==> config.mk <==
export PLATFORM = sky130hd
export DESIGN_NAME = lbdha_top
export DESIGN_NICKNAME = d
export VERILOG_FILES = /design/src/include/lbdha_pkg.sv /design/src/include/lbdha_ack_if.sv /design/src/design/lbdha_top.sv /design/src/design/lbdha_ack_drv.sv
export SDC_FILE = /design/constraint.sdc
export NUM_CORES = 1
export LEC_CHECK = 0
export BUFFER_PORTS_ARGS = -buffer_cell sky130_fd_sc_hd__buf_2
export CORE_UTILIZATION = 40
export DETAILED_ROUTE_END_ITERATION = 7
export HOLD_SLACK_MARGIN = 0.15
export PLACE_DENSITY = 0.72
export SYNTH_ARGS = -nofsm -noshare
export SYNTH_HDL_FRONTEND = slang
export SYNTH_SLANG_ARGS = --single-unit
==> constraint.sdc <==
create_clock -name ref_clk -period 2.5 [get_ports ref_clk]
set_clock_uncertainty 0.05 [all_clocks]
set_input_delay 0.25 -clock ref_clk [delete_from_list [all_inputs] [get_ports ref_clk]]
set_output_delay 0.25 -clock ref_clk [all_outputs]
set_load 0.01 [all_outputs]
==> src/include/lbdha_pkg.sv <==
// Package of constants and types for the local bus DMA handshake block.
package lbdha_pkg;

   // Active-low pin levels.
   localparam logic PIN_ASSERTED = 1'h0;
   localparam logic PIN_INACTIVE = 1'h1;

   // Output enable levels of the two-way acknowledge pins.
   localparam logic OE_DRIVE = 1'h1;
   localparam logic OE_FLOAT = 1'h0;

   // Values after reset.
   localparam logic RST_REQ_N = 1'h1;
   localparam logic RST_DONE_SEEN = 1'h0;
   localparam logic RST_DIR_WRITE = 1'h0;
   localparam logic RST_FLAG = 1'h0;

   // Default width of the per-sequence transfer counter.
   localparam int XFER_COUNT_W = 16;

   // Count of clock edges that an acknowledge line is driven high
   // after the address strobe is released.
   localparam int NEGATE_CYCLES = 1;

   // Acknowledge line driver states, Gray coded from float through drive to negate.
   typedef enum logic [1:0] {
      ACK_FLOAT  = 2'h0,
      ACK_DRIVE  = 2'h1,
      ACK_NEGATE = 2'h3
   } lbdha_ack_state_t;

endpackage : lbdha_pkg

==> src/include/lbdha_ack_if.sv <==
// Interface between the top module and one acknowledge line driver.
`timescale 1ns/1ps
interface lbdha_ack_if;
   logic go;
   logic strobeReleased;
   logic pinLevel;
   logic pinEnable;
   logic busy;

   modport ctrl (output go, output strobeReleased,
                 input pinLevel, input pinEnable, input busy);
   modport drv (input go, input strobeReleased,
                output pinLevel, output pinEnable, output busy);
endinterface : lbdha_ack_if

==> src/design/lbdha_top.sv <==
// Local bus DMA request handshake and slave cycle acknowledge.
`timescale 1ns/1ps
// Operation
// Processor DMA asserts end-of-sequence when finished.
// After end-of-sequence, stop requesting further transfers.
// Request DMA to fill or drain inbound FIFO.
// Request output changes on falling clock edge.
// Addressed slave drives both acknowledge lines together.
// Every slave cycle ends with both acknowledges asserted.
// Upper acknowledge driven high one edge, then floats.
// Lower acknowledge behaves exactly like upper one.
// DMA acknowledge input marks cycle, strobe timing.
// All local bus logic runs on its clock.
module lbdha_top
   import lbdha_pkg::*;
#(
   parameter int COUNT_W = XFER_COUNT_W
)(
   // Clock and reset
   input wire logic ref_clk,
   input wire logic rst_n,
   // Local bus cycle pins
   input wire logic addrStrobeN,
   input wire logic dmaCycleAckN,
   // Processor DMA handshake pins
   input wire logic dmaDoneN,
   output logic dmaTransferRequestN,
   // Upper acknowledge two-way pin
   input wire logic sizeAckHighNIn,
   output logic sizeAckHighNOut,
   output logic sizeAckHighNOe,
   // Lower acknowledge two-way pin
   input wire logic sizeAckLowNIn,
   output logic sizeAckLowNOut,
   output logic sizeAckLowNOe,
   // Bridge core side: DMA sequence control
   input wire logic seqArm,
   input wire logic fifoHasRoom,
   input wire logic fifoHasData,
   input wire logic preferWrite,
   // Bridge core side: slave cycle control
   input wire logic slaveSelect,
   input wire logic termReady,
   // Bridge core side: status
   output logic dmaDirWrite,
   output logic seqDone,
   output logic cycleDone,
   output logic cycleIsDma,
   output logic foreignAckSeen,
   output logic [COUNT_W-1:0] xferCount
);

   if (COUNT_W < 1 || COUNT_W > 32) begin : g_bad_count_w
      $error("COUNT_W must lie between 1 and 32");
   end

   lbdha_ack_if ackHighIf ();
   lbdha_ack_if ackLowIf ();

   logic doneSeen_ff;
   logic dirWrite_ff;
   logic reqN_ff;
   logic acked_ff;
   logic cycleDone_ff;
   logic cycleIsDma_ff;
   logic foreignAck_ff;
   logic [COUNT_W-1:0] xferCount_ff;

   logic strobeActive;
   logic ackGo;
   logic wantWrite;
   logic wantRead;
   logic nxt_reqN;
   logic nxt_dirWrite;

   // ---------------------------------------------------------------
   // DMA request side. The end-of-sequence input has its setup to the
   // falling edge, so it is sampled there, and the request flop also
   // sits on the falling edge. All pins are synchronous to ref_clk, so
   // no synchroniser is needed.
   // ---------------------------------------------------------------



   assign wantWrite = fifoHasRoom;
   assign wantRead = fifoHasData;

   // The done flag is set by the processor and cleared by a new arm.
   // Setting wins, so an end-of-sequence on the arming edge is kept.
   always_ff @(negedge ref_clk) begin
      if (!rst_n) begin
         doneSeen_ff <= RST_DONE_SEEN;
      end else if (dmaDoneN == PIN_ASSERTED) begin
         doneSeen_ff <= 1'h1;
      end else if (seqArm) begin
         doneSeen_ff <= 1'h0;
      end
   end

   // A write is chosen when only room exists or when both directions are
   // possible and the core prefers writes; the direction is held while a
   // request stands so the processor never sees it change mid-request.
   always_comb begin
      nxt_dirWrite = dirWrite_ff;
      if (reqN_ff == PIN_INACTIVE) begin
         if (wantWrite && (!wantRead || preferWrite)) begin
            nxt_dirWrite = 1'h1;
         end else if (wantRead) begin
            nxt_dirWrite = 1'h0;
         end
      end
   end

   // The request drops on the same falling edge that first sees the
   // end-of-sequence, not one cycle later.
   always_comb begin
      nxt_reqN = PIN_INACTIVE;
      if (dmaDoneN == PIN_INACTIVE && !doneSeen_ff) begin
         if (nxt_dirWrite ? wantWrite : wantRead) begin
            nxt_reqN = PIN_ASSERTED;
         end
      end
   end

   always_ff @(negedge ref_clk) begin
      if (!rst_n) begin
         reqN_ff <= RST_REQ_N;
         dirWrite_ff <= RST_DIR_WRITE;
      end else begin
         reqN_ff <= nxt_reqN;
         dirWrite_ff <= nxt_dirWrite;
      end
   end

   // ---------------------------------------------------------------
   // Slave cycle termination.
   // ---------------------------------------------------------------

   assign strobeActive = (addrStrobeN == PIN_ASSERTED);

   // One acknowledge per strobe; a new one only after both lines have
   // floated again, so a back-to-back strobe cannot clip the negation.
   assign ackGo = strobeActive && slaveSelect && termReady && !acked_ff &&
                  !ackHighIf.busy && !ackLowIf.busy;

   always_ff @(posedge ref_clk) begin
      if (!rst_n) begin
         acked_ff <= RST_FLAG;
      end else if (ackGo) begin
         acked_ff <= 1'h1;
      end else if (!strobeActive) begin
         acked_ff <= 1'h0;
      end
   end

   // Both lines get the same go and release, so they always move together
   // and the cycle always reports a full-width port.
   assign ackHighIf.go = ackGo;
   assign ackLowIf.go = ackGo;
   assign ackHighIf.strobeReleased = !strobeActive;
   assign ackLowIf.strobeReleased = !strobeActive;

   lbdha_ack_drv i_lbdha_ack_drv_hi (
      .ref_clk (ref_clk),
      .rst_n   (rst_n),
      .ackIf   (ackHighIf)
   );

   lbdha_ack_drv i_lbdha_ack_drv_lo (
      .ref_clk (ref_clk),
      .rst_n   (rst_n),
      .ackIf   (ackLowIf)
   );

   always_ff @(posedge ref_clk) begin
      if (!rst_n) begin
         cycleDone_ff <= RST_FLAG;
         cycleIsDma_ff <= RST_FLAG;
      end else begin
         cycleDone_ff <= ackGo;
         if (ackGo) begin
            cycleIsDma_ff <= (dmaCycleAckN == PIN_ASSERTED);
         end
      end
   end

   // Counts DMA cycles acknowledged since the last arm. It wraps silently;
   // the core is expected to size COUNT_W for its longest sequence.
   always_ff @(posedge ref_clk) begin
      if (!rst_n) begin
         xferCount_ff <= '0;
      end else if (seqArm) begin
         xferCount_ff <= '0;
      end else if (ackGo && dmaCycleAckN == PIN_ASSERTED) begin
         xferCount_ff <= xferCount_ff + COUNT_W'(1);
      end
   end

   // Another slave terminating a cycle while our lines float.
   always_ff @(posedge ref_clk) begin
      if (!rst_n) begin
         foreignAck_ff <= RST_FLAG;
      end else begin
         foreignAck_ff <= (sizeAckHighNIn == PIN_ASSERTED) &&
                          (sizeAckLowNIn == PIN_ASSERTED) &&
                          (ackHighIf.pinEnable == OE_FLOAT);
      end
   end

   // ---------------------------------------------------------------
   // Outputs, each straight from a flip-flop.
   // ---------------------------------------------------------------

   assign dmaTransferRequestN = reqN_ff;
   assign dmaDirWrite = dirWrite_ff;
   assign seqDone = doneSeen_ff;
   assign sizeAckHighNOut = ackHighIf.pinLevel;
   assign sizeAckHighNOe = ackHighIf.pinEnable;
   assign sizeAckLowNOut = ackLowIf.pinLevel;
   assign sizeAckLowNOe = ackLowIf.pinEnable;
   assign cycleDone = cycleDone_ff;
   assign cycleIsDma = cycleIsDma_ff;
   assign foreignAckSeen = foreignAck_ff;
   assign xferCount = xferCount_ff;

endmodule : lbdha_top

==> src/design/lbdha_ack_drv.sv <==
// Driver of one data-and-size acknowledge line with rescinding tristate.
`timescale 1ns/1ps
module lbdha_ack_drv
   import lbdha_pkg::*;
(
   // Clock and reset
   input wire logic ref_clk,
   input wire logic rst_n,
   // Control from the top module
   lbdha_ack_if.drv ackIf
);

   lbdha_ack_state_t state_ff;
   lbdha_ack_state_t nxt_state;

   always_comb begin
      nxt_state = state_ff;
      unique case (state_ff)
         ACK_FLOAT: begin
            if (ackIf.go) begin
               nxt_state = ACK_DRIVE;
            end
         end
         ACK_DRIVE: begin
            if (ackIf.strobeReleased) begin
               nxt_state = ACK_NEGATE;
            end
         end
         ACK_NEGATE: begin
            nxt_state = ACK_FLOAT;
         end
         default: begin
            nxt_state = ACK_FLOAT;
         end
      endcase
   end

   always_ff @(posedge ref_clk) begin
      if (!rst_n) begin
         state_ff <= ACK_FLOAT;
      end else begin
         state_ff <= nxt_state;
      end
   end

   // Pin level and enable are registered from the next state so that the
   // line changes on the same edge as the state, glitch free.
   always_ff @(posedge ref_clk) begin
      if (!rst_n) begin
         ackIf.pinLevel <= PIN_INACTIVE;
         ackIf.pinEnable <= OE_FLOAT;
      end else begin
         ackIf.pinLevel <= (nxt_state == ACK_DRIVE) ? PIN_ASSERTED
                                                    : PIN_INACTIVE;
         ackIf.pinEnable <= (nxt_state == ACK_FLOAT) ? OE_FLOAT
                                                     : OE_DRIVE;
      end
   end

   assign ackIf.busy = (state_ff != ACK_FLOAT);

endmodule : lbdha_ack_drv

==> summary.md <==
| Metric | Value |
|---|---|
| Area fraction of the dominant cell type after synthesis | 0.483 |
| First-pass detailed-route iteration total | 4 |
| Max transition margin | 0.592 |
| Deepest clock path buffer count | 2 |
| Synth area leaders | dfxtp_1 (48%), xor2_1 (5.5%), o21a_1 (3.5%) |
| Buffering stage count on the worst path with inverters included | 1 |
| Clock slew at the register clock pins of the worst setup and hold paths | 0.09 ns |
| Global-route wire length before repair | 4440 µm |
| Routed Wire Length | 2690 µm |
| Multi-input gate area | around 640 µm² |
| Critical path type | flip-flop to output pin |
| Register bit total from synthesis | 31 |
| Iteration-0 DRC Markers | 34 |
| Top fanout value on the critical path | 4 |
| Synthesized netlist net count | around 150 |
| Post-synthesis cell type with the largest combined area | dfxtp_1 |
| Number of nets in the layout | 193 |
| Family of cells with the greatest summed delay on the critical path | flip-flops |
| Leakage power figure | 0.712 nW |
| Total standard cell area after synthesis | 1280 µm² |
| Floorplan Core Area | 3050 µm² |
| Distinct cell type count after synthesis | 36 |
| Data arrival time of the critical path | 2.14 ns |
| Result of the run | complete, no violations |
| Worst-path cell with the longest stage delay | dfxtp_1 |
| Final number of setup-violating endpoints | 0 |
| Total congestion overflow after global routing | 0 |
| Transition time of the tightest slew-check pin | 0.611 ns |
| Sequential Area | 622 µm² |
| Post-DP HPWL | between 1500 and 2000 µm |
| Number of endpoints with negative hold slack in the final report | 0 |
| Starting density of the core | 0.421 |
| Worst setup EP type | output pin |
| Via count of the first global-routing pass | 1,030 |
| Clock H-tree levels | 2 |
| Global-route usage over all layers | 0.178 |
| Worst path required time | approximately 2.2 ns |
| Site Rows | 20 |
| Number of remaining DRC errors | 0 |
| Post-CTS Setup Repair Bufs | 0 |
| Slew Limit Fails | 0 |
| Clock root buffer master | clkbuf_4 |
| Overall via count from detail_route | 1,147 |
| Final worst hold slack | 0.170 ns |
| Die span in y | roughly 59 µm |
| Pin count of the biggest net entering global routing | 17 |
| Area growth from synthesis to layout | 26.8% |
| Seq/Total Area, Yosys | 0.483 |
| Clock tree from TritonCTS | yes |
| Worst vdd ir | 0.388 mV |
| Setup slack after placement | between 0.3 and 0.4 ns |
| Largest incremental delay on the critical path | ~0.36 ns |
| Kind of start point of the critical path | flip-flop |
| Post-route setup TNS | 0 ns |
| Sequence of cells on the critical path | buf_2 |
| Number of fill cells | 292 |
| Die area | around 3400 µm² |
| Horizontal extent of the die | 58.7 µm |
| Total power draw | 0.980 mW |
| Syn Area/Cell | between 9 and 10 µm² |
| Fraction of final layout cells with drive strength greater than 1 | 0.283 |
| Num ports | 39 |
| Final worst slack | 0.0620 ns |
| Number of antenna diodes | 0 |
| Quantity of I/O buffers inserted on ports | 38 |
| Clock sink count | 31 |
| Number of flip-flops in the largest register | 16 |
| Cell count after synthesis | 133 |
| Yosys warning total | 0 |
| Number of buffers added by the clock tree synthesis step | 5 |
| Number of antenna violations at the first check in global routing | 0 |
| Count of max-cap constraint violations | 0 |
| Most common cell after layout, fill and taps aside | buf_2 |
| Total power per unit cell area | 601 nW/µm² |
| GPL Wtd Cong | approximately 0.74 |
| Via-to-Cell Ratio | ~5.1 |
| Clock network latency to the later pin of the worst-skew pair | 0.39 ns |
| ANT nets after route | 0 |
| Commonest cells after routing, fill and taps aside | buf_2 (38), dfxtp_1 (30), nor2_1 (10) |
| Unrepaired setup endpoints after global routing | no |
| Average detailed-routed wire length per instance | 12.0 µm |
| Worst min-delay path category | input port to flip-flop |
-- where the power goes --
group          leakage, nW  internal (mW)  switching (mW)
Clock               0.0563          0.210           0.186
Combinational        0.405         0.0338          0.0359
Sequential           0.251          0.506         0.00844
Total                0.712          0.750           0.230
-- cells by family after synthesis --
logic type | share of synthesized area
AND/OR/NAND/NOR | 0.292
flip-flops | 0.483
AO/OA/AOI/OAI | 0.131
XOR/XNOR | 0.0545
buffers and inverters | 0.0214
multiplexers | 0.00779
adder cells (fa/ha/maj) | 0.00974
-- stage by stage --
stage          cells  area (µm²)  utilization
6_report         224        1630        0.534
4_1_cts          224        1630        0.533
3_5_place_dp     212        1530        0.500
5_1_grt          224        1630        0.534
2_1_floorplan    133        1280            -
3_3_place_gp     212        1530        0.500
-- synth_stat cells (all sizes together) --
| master | number |
|---|---|
| nand4b | 1 |
| xor2 | 8 |
| nand3b | 2 |
| a21oi | 8 |
| o211a | 1 |
| inv | 2 |
| dfxtp | 31 |
| nand3 | 5 |
| ha | 1 |
| clkbuf | 4 |
| or4 | 3 |
| nand2 | 5 |
| o21ai | 7 |
| nor2b | 6 |
| and4 | 2 |
| nand4 | 5 |
| and2 | 2 |
| and3 | 4 |
| o21a | 6 |
| nor2 | 10 |
| and4b | 2 |
| buf | 1 |
| nor4b | 1 |
| a32oi | 1 |
| or3 | 3 |
| or4b | 1 |
| o31ai | 3 |
| mux2i | 1 |
| and3b | 1 |
| a21boi | 1 |
| nor4bb | 1 |
| nor4 | 1 |
| nand2b | 3 |
-- what timing repair did --
item | 4_1_cts | 5_1_grt
hold buffers | 2 | 0
gates resized for setup | 0 | 1
hold endpoints to repair | 1 | 0
setup endpoints to repair | 0 | 1
-- layer usage --
layer,share of wire,GRT usage,vias up
met5,0,0,-
met4,0.035,0.0986,0
met3,0.039,0.0813,10
met2,0.47,0.271,24
met1,0.45,0.208,533
li1,-,-,580
-- final cells by class --
type                       instances  area share
clock buffer                       5      0.0230
clock inverter                     6      0.0300
inverter                           1     0.00230
multi-input combinational         95       0.391
sequential                        31       0.382
tap                               44      0.0338
timing repair buffer              42       0.138
-- path summary, 6_finish.rpt --
check / start / to / slack (ns) / depth (start not counted)
worst max-delay path: dmaDirWrite / dmaDirWrite / 0.06 / 1
worst min-delay path: rst_n / acked_ff / 0.17 / 2
worst max register to register: acked_ff / xferCount[10] / 0.53 / 4
worst min register to register: xferCount[11] / xferCount[11] / 0.44 / 2
(Power assumes the default switching activity.)
